**src/boundary_run_pkg.sv**
```systemverilog
// Contract
// - input cells compress 20-bit signature each TCK rise
// - output cells advance pattern, drive on fall
// - all-zero seed keeps pattern stuck at zero
// - count mode increments outputs, drive on fall
// - test logic clocked by TCK, sampled on rise
// - TDO and test outputs change only on fall
// - instruction capture loads 10000001 leaving Capture-IR
// - TDO driver on at fall after shift entry
// - one instruction bit per rise in Shift-IR
// - TDO released on fall in Exit1 states
// - Update-IR fall loads the active instruction
// - all-ones instruction decodes as bypass
// - control codes 011 random, 111 count
// - run only under run instruction in Run-Test/Idle
// - run only with one direction enabled
package boundary_run_pkg;

	// ----------------------------------------
	// instruction register
	// ----------------------------------------
	localparam int IR_WIDTH = 8; // instruction length
	localparam logic [7:0] IR_CAPTURE_VALUE = 8'h81; // fixed capture pattern
	localparam logic [7:0] IR_BYPASS = 8'hff; // bypass instruction
	localparam logic [7:0] IR_BOUNDARY_RUN = 8'h09; // boundary run instruction
	localparam logic [7:0] IR_CONTROL_SCAN = 8'h0f; // control register scan
	localparam logic [7:0] IR_BOUNDARY_SCAN = 8'h03; // boundary register scan
	localparam logic [7:0] IR_RESET_VALUE = 8'hff; // active instruction after reset

	// ----------------------------------------
	// boundary control register
	// ----------------------------------------
	localparam int BCR_WIDTH = 3; // opcode bits 2..0
	localparam logic [2:0] BCR_SIG_RANDOM = 3'h3; // signature with random pattern
	localparam logic [2:0] BCR_SIG_COUNT = 3'h7; // signature with count up
	localparam logic [2:0] BCR_RESET_VALUE = 3'h0; // control value after reset

	// ----------------------------------------
	// boundary cells and feedback
	// ----------------------------------------
	localparam int CELL_WIDTH = 20; // cells per direction group
	localparam int FEEDBACK_HI = 19; // x^20 term
	localparam int FEEDBACK_LO = 16; // x^17 term, maximal length with x^20

	// ----------------------------------------
	// tap controller states
	// ----------------------------------------
	typedef enum logic [3:0] {
		test_logic_reset = 4'h0,
		run_idle = 4'h1,
		select_dr = 4'h3,
		capture_dr = 4'h2,
		shift_dr = 4'h6,
		exit1_dr = 4'h7,
		pause_dr = 4'h5,
		exit2_dr = 4'h4,
		update_dr = 4'hc,
		select_ir = 4'hd,
		capture_ir = 4'hf,
		shift_ir = 4'he,
		exit1_ir = 4'ha,
		pause_ir = 4'hb,
		exit2_ir = 4'h9,
		update_ir = 4'h8
	} tap_state_t;

endpackage : boundary_run_pkg

```
**src/boundary_run_tap.sv**
```systemverilog
`timescale 1ns/1ps
`default_nettype none
module boundary_run_tap
	import boundary_run_pkg::*;
#(
	parameter int CELLS = CELL_WIDTH // cells per direction group
) (
	input wire logic mclk, // system clock
	input wire logic resetn, // synchronous reset, active low
	input wire logic tck, // test clock pin
	input wire logic tms, // test mode select pin
	input wire logic tdi, // test data in pin
	input wire logic a_to_b_output_enable_n, // a to b enable pin, low active
	input wire logic b_to_a_output_enable_n, // b to a enable pin, low active
	input wire logic [CELLS-1:0] a_in, // a side pin levels
	input wire logic [CELLS-1:0] b_in, // b side pin levels
	output logic tdo, // test data out
	output logic tdo_oe, // tdo driver enable
	output logic [CELLS-1:0] a_out, // test data for a pins
	output logic a_out_oe, // test drive of a pins
	output logic [CELLS-1:0] b_out, // test data for b pins
	output logic b_out_oe // test drive of b pins
);

	// ----------------------------------------
	// helper functions
	// ----------------------------------------
	// standard tap transition table
	function automatic tap_state_t tap_next(input tap_state_t s, input logic m);
		unique case (s)
			test_logic_reset: tap_next = m ? test_logic_reset : run_idle;
			run_idle: tap_next = m ? select_dr : run_idle;
			select_dr: tap_next = m ? select_ir : capture_dr;
			capture_dr: tap_next = m ? exit1_dr : shift_dr;
			shift_dr: tap_next = m ? exit1_dr : shift_dr;
			exit1_dr: tap_next = m ? update_dr : pause_dr;
			pause_dr: tap_next = m ? exit2_dr : pause_dr;
			exit2_dr: tap_next = m ? update_dr : shift_dr;
			update_dr: tap_next = m ? select_dr : run_idle;
			select_ir: tap_next = m ? test_logic_reset : capture_ir;
			capture_ir: tap_next = m ? exit1_ir : shift_ir;
			shift_ir: tap_next = m ? exit1_ir : shift_ir;
			exit1_ir: tap_next = m ? update_ir : pause_ir;
			pause_ir: tap_next = m ? exit2_ir : pause_ir;
			exit2_ir: tap_next = m ? update_ir : shift_ir;
			update_ir: tap_next = m ? select_dr : run_idle;
		endcase
	endfunction : tap_next

	// opcode bits 2..0 name one of the two combined operations
	function automatic logic is_run_code(input logic [2:0] code);
		is_run_code = (code == BCR_SIG_RANDOM) || (code == BCR_SIG_COUNT);
	endfunction : is_run_code

	// ----------------------------------------
	// pin synchronisers
	// ----------------------------------------
	logic [4:0] pin_s1; // first stage, read only by second stage
	logic [4:0] pin_s2; // tck, tms, tdi, enables
	logic [CELLS-1:0] a_s1, a_s2; // a pins
	logic [CELLS-1:0] b_s1, b_s2; // b pins
	logic tck_d; // previous tck level

	// two flops on every pin, the tck edge is found on the second stage
	always_ff @(posedge mclk) begin
		pin_s1 <= {tck, tms, tdi, a_to_b_output_enable_n, b_to_a_output_enable_n};
		pin_s2 <= pin_s1;
		a_s1 <= a_in;
		a_s2 <= a_s1;
		b_s1 <= b_in;
		b_s2 <= b_s1;
		tck_d <= resetn ? pin_s2[4] : 1'b0;
	end

	wire logic tck_rise = pin_s2[4] & ~tck_d;
	wire logic tck_fall = ~pin_s2[4] & tck_d;
	wire logic tms_s = pin_s2[3]; // sampled tms
	wire logic tdi_s = pin_s2[2]; // sampled tdi
	wire logic dir_ab = ~pin_s2[1] & pin_s2[0]; // a inputs, b outputs
	wire logic dir_ba = pin_s2[1] & ~pin_s2[0]; // b inputs, a outputs

	// ----------------------------------------
	// tap controller
	// ----------------------------------------
	tap_state_t tap_state; // current tap state

	// the controller moves only on a sampled rising tck
	always_ff @(posedge mclk) begin
		if (!resetn) begin
			tap_state <= test_logic_reset;
		end else if (tck_rise) begin
			tap_state <= tap_next(tap_state, tms_s);
		end
	end

	// ----------------------------------------
	// instruction register
	// ----------------------------------------
	logic [IR_WIDTH-1:0] ir_shift; // capture and shift stage
	logic [IR_WIDTH-1:0] active_instr; // instruction in force

	// capture and shift on rise
	always_ff @(posedge mclk) begin
		if (!resetn) begin
			ir_shift <= IR_RESET_VALUE;
		end else if (tck_rise && tap_state == capture_ir) begin
			ir_shift <= IR_CAPTURE_VALUE;
		end else if (tck_rise && tap_state == shift_ir) begin
			ir_shift <= {tdi_s, ir_shift[IR_WIDTH-1:1]};
		end
	end

	// update on fall; reset state forces bypass back in
	always_ff @(posedge mclk) begin
		if (!resetn || tap_state == test_logic_reset) begin
			active_instr <= IR_RESET_VALUE;
		end else if (tck_fall && tap_state == update_ir) begin
			active_instr <= ir_shift;
		end
	end

	// unknown codes, the run code and all ones fall back to the bypass bit
	wire logic sel_boundary = (active_instr == IR_BOUNDARY_SCAN); // boundary in path
	wire logic sel_control = (active_instr == IR_CONTROL_SCAN); // control in path
	wire logic sel_bypass = !sel_boundary && !sel_control;

	// ----------------------------------------
	// bypass and control registers
	// ----------------------------------------
	logic bypass_bit; // one bit bypass register
	logic [BCR_WIDTH-1:0] bcr_shift; // control shift stage
	logic [BCR_WIDTH-1:0] boundary_control_register; // selected operation

	// bypass captures zero, shifts tdi
	always_ff @(posedge mclk) begin
		if (!resetn) begin
			bypass_bit <= 1'b0;
		end else if (tck_rise && sel_bypass && tap_state == capture_dr) begin
			bypass_bit <= 1'b0;
		end else if (tck_rise && sel_bypass && tap_state == shift_dr) begin
			bypass_bit <= tdi_s;
		end
	end

	// control register keeps its value on capture, loads on update-dr fall
	always_ff @(posedge mclk) begin
		if (!resetn) begin
			bcr_shift <= BCR_RESET_VALUE;
			boundary_control_register <= BCR_RESET_VALUE;
		end else if (sel_control) begin
			if (tck_rise && tap_state == capture_dr) begin
				bcr_shift <= boundary_control_register;
			end else if (tck_rise && tap_state == shift_dr) begin
				bcr_shift <= {tdi_s, bcr_shift[BCR_WIDTH-1:1]};
			end
			if (tck_fall && tap_state == update_dr) begin
				boundary_control_register <= bcr_shift;
			end
		end
	end

	// ----------------------------------------
	// boundary cells and run operations
	// ----------------------------------------
	logic [CELLS-1:0] in_cells; // input mode cells, hold signature
	logic [CELLS-1:0] out_cells; // output mode cells, hold pattern
	logic [CELLS-1:0] shadow; // shadow latches of output cells
	logic [CELLS-1:0] next_shadow; // shadow after this cycle, also fed to the pins
	logic [CELLS-1:0] next_signature; // signature after one more rise
	wire logic [CELLS-1:0] in_pins = dir_ab ? a_s2 : b_s2; // pins read as inputs

	// the run needs the run code, idle state and exactly one direction
	wire logic run_ok = (active_instr == IR_BOUNDARY_RUN) && (tap_state == run_idle)
		&& (dir_ab != dir_ba) && is_run_code(boundary_control_register);
	wire logic run_rise = run_ok && tck_rise; // one run step
	wire logic count_mode = (boundary_control_register == BCR_SIG_COUNT); // count up

	// xor feedback with the pin levels mixed in, so an all zero signature leaves zero once a pin is high
	always_comb begin
		next_signature = {in_cells[CELLS-2:0], in_cells[FEEDBACK_HI] ^ in_cells[FEEDBACK_LO]}
			^ in_pins;
	end

	// input cells: capture, scan, or signature compression
	always_ff @(posedge mclk) begin
		if (!resetn) begin
			in_cells <= '0;
		end else if (run_rise) begin
			in_cells <= next_signature;
		end else if (tck_rise && sel_boundary && tap_state == capture_dr) begin
			in_cells <= in_pins;
		end else if (tck_rise && sel_boundary && tap_state == shift_dr) begin
			in_cells <= {out_cells[0], in_cells[CELLS-1:1]};
		end
	end

	// output cells: scan, random pattern or count; seed comes from the scan
	always_ff @(posedge mclk) begin
		if (!resetn) begin
			out_cells <= '0;
		end else if (run_rise && count_mode) begin
			out_cells <= out_cells + {{(CELLS-1){1'b0}}, 1'b1};
		end else if (run_rise) begin
			out_cells <= {out_cells[CELLS-2:0],
				out_cells[FEEDBACK_HI] ^ out_cells[FEEDBACK_LO]};
		end else if (tck_rise && sel_boundary && tap_state == shift_dr) begin
			out_cells <= {tdi_s, out_cells[CELLS-1:1]};
		end
	end

	// shadow latches follow the cells on falling edges only; the pins take the
	// same value at that same fall, so the pins never trail the shadow
	always_comb begin
		next_shadow = shadow;
		if (tck_fall && (run_ok || (sel_boundary && tap_state == update_dr))) begin
			next_shadow = out_cells;
		end
	end

	// shadow register
	always_ff @(posedge mclk) begin
		if (!resetn) begin
			shadow <= '0;
		end else begin
			shadow <= next_shadow;
		end
	end

	// ----------------------------------------
	// pin drive and tdo
	// ----------------------------------------
	// test drive of the output side is settled on falling edges only
	always_ff @(posedge mclk) begin
		if (!resetn) begin
			a_out <= '0;
			b_out <= '0;
			a_out_oe <= 1'b0;
			b_out_oe <= 1'b0;
		end else if (tck_fall) begin
			a_out <= next_shadow;
			b_out <= next_shadow;
			a_out_oe <= (active_instr == IR_BOUNDARY_RUN) && dir_ba;
			b_out_oe <= (active_instr == IR_BOUNDARY_RUN) && dir_ab;
		end
	end

	// tdo presents the path lsb and its driver on falling edges
	always_ff @(posedge mclk) begin
		if (!resetn) begin
			tdo <= 1'b0;
			tdo_oe <= 1'b0;
		end else if (tck_fall) begin
			tdo_oe <= (tap_state == shift_ir) || (tap_state == shift_dr);
			if (tap_state == shift_ir) begin
				tdo <= ir_shift[0];
			end else if (tap_state == shift_dr) begin
				tdo <= sel_boundary ? in_cells[0] : (sel_control ? bcr_shift[0] : bypass_bit);
			end
		end
	end
endmodule : boundary_run_tap
`default_nettype wire

```
**config.mk**
```make
export PLATFORM = sky130hd
export DESIGN_NAME = boundary_run_tap
export DESIGN_NICKNAME = d
export VERILOG_FILES = /design/src/boundary_run_pkg.sv /design/src/boundary_run_tap.sv
export SDC_FILE = /design/constraint.sdc
export NUM_CORES = 1
export LEC_CHECK = 0
export BUFFER_PORTS_ARGS = -buffer_cell sky130_fd_sc_hd__buf_2
export CORE_ASPECT_RATIO = 1.25
export CORE_MARGIN = 4
export CORE_UTILIZATION = 45
export CTS_CLUSTER_SIZE = 14
export DETAILED_ROUTE_END_ITERATION = 8
export PLACE_DENSITY = 0.67
export SYNTH_ARGS = -nofsm -noshare
export SYNTH_HDL_FRONTEND = slang
export SYNTH_SLANG_ARGS = --single-unit
```
**constraint.sdc**
```tcl
create_clock -name mclk -period 1.9 [get_ports mclk]
set_input_delay 0.095 -clock mclk [delete_from_list [all_inputs] [get_ports mclk]]
set_output_delay 0.095 -clock mclk [all_outputs]
set_load 0.005 [all_outputs]
```
==> results.txt, run 1 <==
diode count -> 0
GRT Util Overall -> 18.8%
Peak VDD IR -> 0.000813 V
I/O pin cnt -> 91
Fillers -> 1392
Comb pwr share -> 5.1%
worst hold stages -> 4
PnR worst setup slack -> -0.110 ns
Post-DRT Antenna Nets -> 0
clock buffer depth -> 3
Leak -> 4.68 nW
RSZ-0062 raised after global routing -> yes
area of the multi-input gates -> 4020 sq um
antenna violations before repair -> 0
Max Clk Rate -> 498 MHz
Final Cycle Share -> 106%
Final Power -> 0.00868 W
Yosys top cell area share -> 50.8%
hold worst-path end -> out_cells[17]
Final min period -> 2.01 ns
worst slew pin tran -> 0.659 ns
DP Wirelength -> 11.8 mm
dominant synthesized flop cell -> dfxtp_1
later-pin clock latency in the skew report -> 0.49 ns
design area -> 10800 sq um
Iter 0 DRT Violations -> 316
vias in the first global route -> 6358
# setup viols final -> 76
count of cell types in the netlist -> 66
depth of the CTS H-tree -> 1
number of synthesized register bits -> 202
Placeable Area -> 17400 sq um
number of flops mapped to enable cells by yosys -> 0
internal power of the cells -> 0.00680 W
startpoint types -> flop
Syn Inst Count -> 770
Setup CP Type -> flop to flop
sequential group share of total power -> 50.8%
Async SR Flop Fraction -> 0%
DRC -> 0
net switching power -> 0.00188 W
fin. max-slew vios -> 0
Die Footprint -> 19900 sq um
final net count -> 978
Setup Slack @ Placement -> -0.237 ns
Hold Crit Start -> resetn
detailed-router iteration count before antenna repair -> 4
failing checks -> setup timing
Seq/Total Area, Yosys -> 50.8%
Routed WL -> 18.9 mm
Avg WL per Cell -> 16.3 um
Worst-path clk slew -> 0.06 ns
worst hold path class -> input pin to flop
R2R Setup Slk -> -0.11 ns
drt via density -> 5.48
RR Startpoint -> pin_s2[0]
Placed Instances -> 1077
WP data arrival -> 2.38 ns
status -> finished with violations
total gr overflow -> 0
TritonCTS clock tree -> yes
final std cells w/o fill -> 1164
TritonCTS buffer count -> 20
WP data required -> 2.27 ns
Mean Syn Cell Area -> 10.3 sq um
Sw Share -> 21.6%
initial core utilization -> 45.7%
CTS root buf -> clkbuf_16
Die Wd -> 127 um
Reg-to-Reg End -> b_out[12]
placed standard-cell area -> 8910 sq um
clock group share of total power -> 44.0%
Cell Area, Synth -> 7970 sq um
IO Port Bufs -> 90
pwr dens -> 806 nW/um^2
clk_skew -> 0.0141 ns
max-cap check violation count -> 0
Synth area leaders -> dfxtp_1 51%, mux2i_1 8.0%, o221ai_1 4.5%, a21oi_1 3.0%, nor2_1 2.7%
Slew Limit Headroom -> 56.1%
Die H -> 157 um
final hold viol count -> 0
pin count of the biggest net entering global routing -> 59
Syn-to-layout area delta -> 35.1%
Worst Reg-to-Reg Cells -> 8
layout cells sized above 1 -> 33.9%
Synth area leader -> dfxtp_1
Syn. warnings -> 0
first-pass GRT wire length -> 31.1 mm
CP Capture Type -> flop
CTS sink count -> 202
Max FO, Critical Path -> 8
Syn Nets -> 820
row count -> 54
FF/Latch Area -> 4050 sq um
RePlAce Congestion -> 0.834
via count -> 6380
## synthesized netlist by cell type (8+ instances only)
library cell	count
dfxtp_1	202
mux2i_1	64
nor2_1	58
a21oi_1	48
clkbuf_1	42
o221ai_1	41
o21ai_0	40
nand2_1	27
buf_4	22
xor2_1	22
o211a_1	20
buf_2	17
nand3_1	12
nor2b_1	10
inv_1	9
nand4_1	8
## per-layer routing
| layer | track usage, % | vias up | wire, um |
|---|---|---|---|
| li1 | - | 3121 | - |
| met1 | 22.1 | 3027 | 7600 |
| met2 | 34.5 | 180 | 9890 |
| met3 | 2.97 | 52 | 953 |
| met4 | 7.00 | 0 | 503 |
| met5 | 0 | - | 0 |
## critical path, stage by stage (launching register included)
cell     delay, ns
dfxtp_2       0.34
inv_2         0.05
ha_4          0.20
and4b_1       0.28
nand4_4       0.15
a21oi_4       0.31
buf_12        0.21
mux2i_4       0.26
a21oi_1       0.09
## power by group through the flow
stage | combinational [W] | sequential [W] | clock (W)
2_1_floorplan | 0.000210 | 0.00449 | 0
3_3_place_gp | 0.000341 | 0.00450 | 0
3_5_place_dp | 0.000343 | 0.00450 | 0
4_1_cts | 0.000434 | 0.00441 | 0.00391
5_1_grt | 0.000486 | 0.00442 | 0.00412
6_report | 0.000445 | 0.00441 | 0.00382
## cells by family (layout without fill, tap and decap cells)
kind of cell,after synthesis,in the layout,share of synthesized area [%]
and+or+nand+nor,155,156,10.5
xor gates and xnor gates,27,27,2.97
DFF,202,202,50.8
adders and majority gates,3,3,0.471
buffers and inverters,97,266,6.16
muxes,72,72,9.31
AOI/OAI and AO/OA,214,214,19.8
## cells in the final DEF (no fill, tap or decap), drive strengths merged, types with 4 or more instances in the layout
master         n
buf          178
clkbuf        25
nor3           6
dfxtp        202
nor2          58
xor2          22
dlygate4sd3   45
nand2         27
clkinv         7
xnor2          5
mux2           7
mux2i         64
nand3         12
o22ai          5
a211oi        12
inv            9
o211a         20
and3           6
nand2b         4
a21oi         48
nor2b         10
a221o          6
nand4         10
a31oi          5
o21ai         42
o221ai        42
a21o           5
## sequential cells by signal, summed over array words and instances, names as in the netlist, 3 cells and up
name and cells:
a_s1 20, a_s2 20, b_out 20, b_s1 20
b_s2 20, in_cells 20, out_cells 20, shadow 20
active_instr 8, ir_shift 8, pin_s1 5, pin_s2 5
tap_state 4, bcr_shift 3, boundary_control_register 3
## how the worst max path moves through the flow
stage | from | to | slack (ns)
floorplan | pin_s2[0] | out_cells[11] | -0.04
global placement | pin_s2[0] | b_out[19] | -0.17
detailed placement | pin_s2[0] | in_cells[5] | -0.24
CTS | pin_s2[0] | out_cells[5] | -0.13
global route | pin_s2[0] | b_out[2] | -0.18
finish | pin_s2[0] | b_out[12] | -0.11
## per-stage QoR
step / setup TNS, ns / util [%] / hold WS (ns)
global route: -10.32 / 61.8 / 0.182
floorplan: -0.127 / - / 0.123
CTS: -4.52 / 60.5 / 0.153
detailed placement: -13.67 / 51.1 / 0.199
global placement: -8.86 / 51.1 / 0.197
finish: -4.60 / 61.8 / 0.161
## what timing repair did
item,in CTS,in global routing
gates cloned,4,0
buffers inserted,4,1
setup endpoints to repair,80,84
hold endpoints to repair,45,0
hold buffers,45,0
pin swaps,24,15
resized for setup,85,46
## final cells by class
cell class / count / share of cell area (%)
clock buffers: 25 / 5.21
clock inverters: 9 / 0.674
inverters: 9 / 0.314
multi-input cells: 472 / 37.3
flip-flops and latches: 202 / 37.6
well taps: 224 / 2.60
repair buffers: 223 / 16.2
No activity file was read; power rests on OpenSTA's default activity.
==> run 2, diff against run 1 <==
==> constraint.sdc (replaced) <==
create_clock -name mclk -period 1.9 [get_ports mclk]
set_input_delay 0.38 -clock mclk [delete_from_list [all_inputs] [get_ports mclk]]
set_output_delay 0.38 -clock mclk [all_outputs]
set_load 0.005 [all_outputs]
==> results.txt, run 2 (synthesis gave the netlist of run 1 again) <==
later-pin clock latency in the skew report -> 0.49 ns (about the same)
failing checks -> setup timing
drt via density -> 5.50 (+0.33%)
first-pass GRT wire length -> 31.5 mm (+1.3%)
TNS Setup -> -4.83 ns (-0.235 ns)
R2R Setup Slk -> -0.12 ns (about the same)
Hold Crit Start -> pin_s1[2]
diode count -> 0 (unchanged)
Final Cycle Share -> 106% (+0.37 points)
Setup CP Type -> flop to flop
Leak -> 4.78 nW (+2.1%)
hold worst-path end -> pin_s2[2]
clock buffer depth -> 3 (unchanged)
WP data required -> 2.26 ns (about the same)
Setup Slack @ Placement -> -0.194 ns (+0.0425 ns)
Worst Reg-to-Reg Cells -> 8 (unchanged)
DRC -> 0 (unchanged)
Reg-to-Reg End -> b_out[10]
Syn-to-layout area delta -> 39.1%
Worst-path clk slew -> 0.06 ns (about the same)
Max Clk Rate -> 496 MHz (-0.35%)
depth of the CTS H-tree -> 1 (unchanged)
Avg WL per Cell -> 16.8 um (+2.9%)
CP Capture Type -> flop
most frequent cells in the layout -> 197 x dfxtp_1, 90 x buf_2, 71 x buf_4
Iter 0 DRT Violations -> 371 (+17%)
CTS sink count -> 202 (unchanged)
Die Wd -> 127 um (unchanged)
CTS root buf -> clkbuf_16
worst hold stages -> 0 (-4)
DP Wirelength -> 12.0 mm (+1.8%)
initial core utilization -> 45.7% (unchanged)
RR Startpoint -> active_instr[6]
crit-path cells -> buf_6 -> and4bb_4 -> nand4_1 -> a21oi_4 -> buf_12 -> buf_16 -> mux2i_4 -> a21oi_1
Die H -> 157 um (unchanged)
startpoint types -> flop
vias in the first global route -> 6364 (+0.094%)
Peak VDD IR -> 0.000851 V (+4.7%)
TritonCTS buffer count -> 21 (+5.0%)
row count -> 54 (unchanged)
RePlAce Congestion -> 0.840 (+0.71%)
layout cells sized above 1 -> 35.2% (+1.3 points)
total gr overflow -> 0 (unchanged)
WP data arrival -> 2.38 ns (about the same)
GRT Util Overall -> 18.9% (+0.11 points)
Routed WL -> 19.7 mm (+4.0%)
IO Port Bufs -> 90 (unchanged)
pwr dens -> 838 nW/um^2 (+4.0%)
most common cell after layout, fill and taps aside -> dfxtp_1
Slew Limit Headroom -> 70.2% (+14 points)
worst slew pin tran -> 0.434 ns (-0.224 ns)
detailed-router iteration count before antenna repair -> 5 (+1)
max-cap check violation count -> 0 (unchanged)
antenna violations before repair -> 0 (unchanged)
CP Buf/Inv Count -> 3 (+1)
max incr delay on CP -> 0.36 ns (+0.02 ns)
status -> finished with violations
Die Footprint -> 19900 sq um (unchanged)
Max FO, Critical Path -> 8 (unchanged)
Post-DRT Antenna Nets -> 0 (unchanged)
Final min period -> 2.02 ns (+0.00705 ns)
final std cells w/o fill -> 1176 (+1.0%)
critical path's top delay family -> simple AND/OR/NAND/NOR gates
TritonCTS clock tree -> yes
via count -> 6467 (+1.4%)
pin count of the biggest net entering global routing -> 41 (-31%)
PnR worst setup slack -> -0.117 ns (-0.00705 ns)
clk_skew -> 0.00729 ns (-0.00680 ns)
Post-Route Utilization -> 63.6% (+1.8 points)
Placeable Area -> 17400 sq um (unchanged)
I/O pin cnt -> 91 (unchanged)
RSZ-0062 raised after global routing -> yes
worst hold path class -> flop to flop
Placed Instances -> 1078 (+0.093%)
final hold viol count -> 0 (unchanged)
final net count -> 990 (+1.2%)
fin. max-slew vios -> 0 (unchanged)
# setup viols final -> 75 (-1.3%)
slowest CP cell -> and4bb_4
-- run 2: repair_timing --
item / in CTS / in global routing
setup buffers: 8 / 5
hold buffers: 43 / 2
cloned: 2 / 4
gates resized for setup: 66 / 84
pin swaps: 22 / 24
endpoints found under the setup margin: 80 / 85
endpoints found under the hold margin: 43 / 2
-- run 2: layout make-up --
type                       instances  area, sq um
clock buffer                      25          561
clock inverter                    10          185
multi-input combinational        472         4090
tap                              224          280
timing repair buffer             234         1880
sequential                       202         4050
fill                            1366         6350
inverter                           9         33.8
-- run 2: stage by stage --
step,area (sq um),hold WS [ns],power (W)
floorplan,7980,0.310,0.00470
global placement,8920,0.310,0.00484
detailed placement,8920,0.312,0.00485
CTS,10500,0.00210,0.00935
global route,11100,0.331,0.00963
finish,11100,0.324,0.00928
-- run 2: worst max-delay path by stage --
stage          depth (start not counted)            start  slack (ns)       endpoint
2_1_floorplan                         10        pin_s2[0]       -0.04  out_cells[11]
3_3_place_gp                           8        pin_s2[0]       -0.17      b_out[19]
3_5_place_dp                           8        pin_s2[0]       -0.19   in_cells[13]
4_1_cts                                9        pin_s2[0]       -0.12   in_cells[13]
5_1_grt                               10        pin_s2[0]       -0.19   in_cells[12]
6_report                               8  active_instr[6]       -0.12      b_out[10]
-- run 2: layer usage --
metal,wire (um),vias to the layer above,track usage [%]
met5,0,-,0
met2,10400,194,35.0
li1,-,3159,-
met4,448,0,6.08
met1,7850,3078,22.5
met3,957,36,2.73
-- run 2: where the power goes --
| part | internal, W | switching, W |
|---|---|---|
| clock network | 0.00278 | 0.00164 |
| registers | 0.00436 | 0.0000460 |
| logic | 0.000218 | 0.000233 |
| total | 0.00736 | 0.00192 |
==> run 3, diff against run 2 <==
Settings changed: BUFFER_PORTS_ARGS -buffer_cell sky130_fd_sc_hd__buf_2 to not set, CORE_UTILIZATION 45 to 50, DONT_BUFFER_PORTS set to 1, PLACE_DENSITY 0.67 to 0.68.
==> results.txt, run 3 (synthesis gave the netlist of run 1 again) <==
Routed WL -> 18.9 mm (-4.1%)
Worst-path clk slew -> 0.06 ns (about the same)
worst hold stages -> 2 (+2)
internal power of the cells -> 0.00706 W (-4.1%)
worst hold path class -> input pin to flop
placed standard-cell area -> 8280 sq um (-7.2%)
antenna violations before repair -> 0 (unchanged)
Placed Instances -> 951 (-12%)
clock buffer depth -> 3 (unchanged)
fin. max-slew vios -> 0 (unchanged)
GRT Util Overall -> 20.4% (+1.5 points)
TNS Setup -> -4.85 ns (-0.0168 ns)
diode count -> 0 (unchanged)
Die Footprint -> 18000 sq um (-9.4%)
depth of the CTS H-tree -> 1 (unchanged)
Final Cycle Share -> 107% (+0.69 points)
Syn-to-layout area delta -> 32.7%
status -> finished with violations
FF/Latch Area -> 4050 sq um (about the same)
max-cap check violation count -> 0 (unchanged)
DP Wirelength -> 11.1 mm (-7.0%)
most common cell after layout, fill and taps aside -> dfxtp_1
IO Port Bufs -> 0 (-100%)
Peak VDD IR -> 0.00105 V (+23%)
Fillers -> 1101 (-19%)
sequential group share of total power -> 49.4% (+1.9 points)
RePlAce Congestion -> 0.856 (+1.9%)
Sw Share -> 20.9% (+0.25 points)
max incr delay on CP -> 0.33 ns (-0.03 ns)
drt via density -> 5.84 (+6.2%)
pwr dens -> 845 nW/um^2 (+0.81%)
Max Clk Rate -> 493 MHz (-0.64%)
initial core utilization -> 51.0% (+5.3 points)
layout cells sized above 1 -> 26.1% (-9.1 points)
crit-path cells -> inv_2 -> ha_4 -> and4b_1 -> nand4_4 -> buf_6 -> nor2_1 -> buf_4 -> a21oi_1 -> a211oi_1
vias in the first global route -> 6208 (-2.5%)
Avg WL per Cell -> 17.9 um (+6.9%)
WP depth -> 9 (+1)
WP data arrival -> 2.43 ns (+0.05 ns)
RSZ-0062 raised after global routing -> yes
CP Capture Type -> flop
CTS sink count -> 202 (unchanged)
Post-DRT Antenna Nets -> 0 (unchanged)
Final min period -> 2.03 ns (+0.0130 ns)
Leak -> 4.24 nW (-11%)
Die H -> 149 um (-4.9%)
PnR worst setup slack -> -0.130 ns (-0.0130 ns)
Die Wd -> 121 um (-4.8%)
row count -> 51 (-5.6%)
failing checks -> setup timing
worst slew pin tran -> 0.668 ns (+0.234 ns)
clk_skew -> 0.0102 ns (+0.00288 ns)
total gr overflow -> 0 (unchanged)
final net count -> 881 (-11%)
Max FO, Critical Path -> 14 (+6)
Placeable Area -> 15600 sq um (-10%)
Setup CP Type -> flop to flop
Comb pwr share -> 3.7% (-1.2 points)
via count -> 6161 (-4.7%)
slowest CP cell -> dfxtp_2
later-pin clock latency in the skew report -> 0.49 ns (about the same)
TritonCTS buffer count -> 21 (unchanged)
most frequent cells in the layout -> 198 x dfxtp_1, 55 x nor2_1, 46 x dlygate4sd3_1
area of the multi-input gates -> 4110 sq um (+0.34%)
net switching power -> 0.00187 W (-2.7%)
Worst Reg-to-Reg Cells -> 9 (+1)
final hold viol count -> 0 (unchanged)
CTS root buf -> clkbuf_16
Iter 0 DRT Violations -> 441 (+19%)
startpoint types -> flop
# setup viols final -> 73 (-2.7%)
DRC -> 0 (unchanged)
design area -> 10600 sq um (-4.6%)
Slew Limit Headroom -> 55.5% (-15 points)
clock group share of total power -> 46.8% (-0.9 points)
CP Buf/Inv Count -> 3 (unchanged)
I/O pin cnt -> 91 (unchanged)
detailed-router iteration count before antenna repair -> 5 (unchanged)
first-pass GRT wire length -> 30.7 mm (-2.4%)
TritonCTS clock tree -> yes
critical path's top delay family -> simple AND/OR/NAND/NOR gates
final std cells w/o fill -> 1055 (-10%)
pin count of the biggest net entering global routing -> 59 (+44%)
WP data required -> 2.30 ns (+0.04 ns)
run 3: cell types whose count changed in the layout (fill, tap and decap cells not counted), sizes merged:
cell	before	now
buf	187	78
bufinv	5	3
clkinvlp	1	3
dlygate4sd3	45	46
or2	3	2
run 3: worst register-to-register path, cell delays in order, from the launching register on:
cell,delay (ns)
dfxtp_2,0.33
inv_2,0.04
ha_4,0.19
and4b_1,0.28
nand4_4,0.17
buf_6,0.22
nor2_1,0.15
buf_4,0.19
a21oi_1,0.09
a211oi_1,0.27
run 3: final cells by class:
class	instances	area share [%]
inverters	9	0.320
repair buffers	126	13.3
multi-input cells	471	38.8
well taps	212	2.51
flip-flops and latches	202	38.4
clock inverters	10	1.29
clock buffers	25	5.40
run 3: power by group through the flow:
stage	logic, W	registers, W	clock network (W)
6_report	0.000332	0.00441	0.00418
5_1_grt	0.000365	0.00443	0.00445
4_1_cts	0.000312	0.00442	0.00426
3_5_place_dp	0.000228	0.00451	0
3_3_place_gp	0.000225	0.00451	0
2_1_floorplan	0.000210	0.00449	0
run 3: layer usage:
layer / routed length (um) / up-vias / global-route usage, % / share of wire [%]
met5: 0 / - / 0 / 0
met4: 667 / 0 / 7.99 / 3.5
met3: 967 / 62 / 3.53 / 5.1
met2: 9810 / 197 / 36.2 / 52
met1: 7450 / 2962 / 24.6 / 39
li1: - / 2940 / - / -
run 3: final timing paths:
check                           startpoint            end  slack, ns
worst min register to register    a_s1[19]       a_s2[19]       0.32
worst max-delay path             pin_s2[0]  out_cells[15]      -0.13
worst max register to register   pin_s2[0]  out_cells[15]      -0.13
worst min-delay path                resetn      b_out[18]       0.04
run 3: timing repair:
action	in CTS	in global routing
setup endpoints to repair	84	85
buffers inserted	14	3
cloned	8	2
gates resized for setup	69	84
hold buffers	46	0
pin swaps	35	39
endpoints found under the hold margin	47	0
run 3: through the flow:
| step | util, % | power (W) | setup slack (ns) | hold WS, ns |
|---|---|---|---|---|
| 6_report | 67.6 | 0.00893 | -0.130 | 0.0418 |
| 5_1_grt | 67.6 | 0.00925 | -0.221 | 0.0178 |
| 3_5_place_dp | 52.9 | 0.00474 | -0.189 | 0.312 |
| 2_1_floorplan | - | 0.00470 | -0.0448 | 0.310 |
| 3_3_place_gp | 52.9 | 0.00473 | -0.133 | 0.310 |
| 4_1_cts | 64.5 | 0.00899 | -0.177 | 0.0112 |
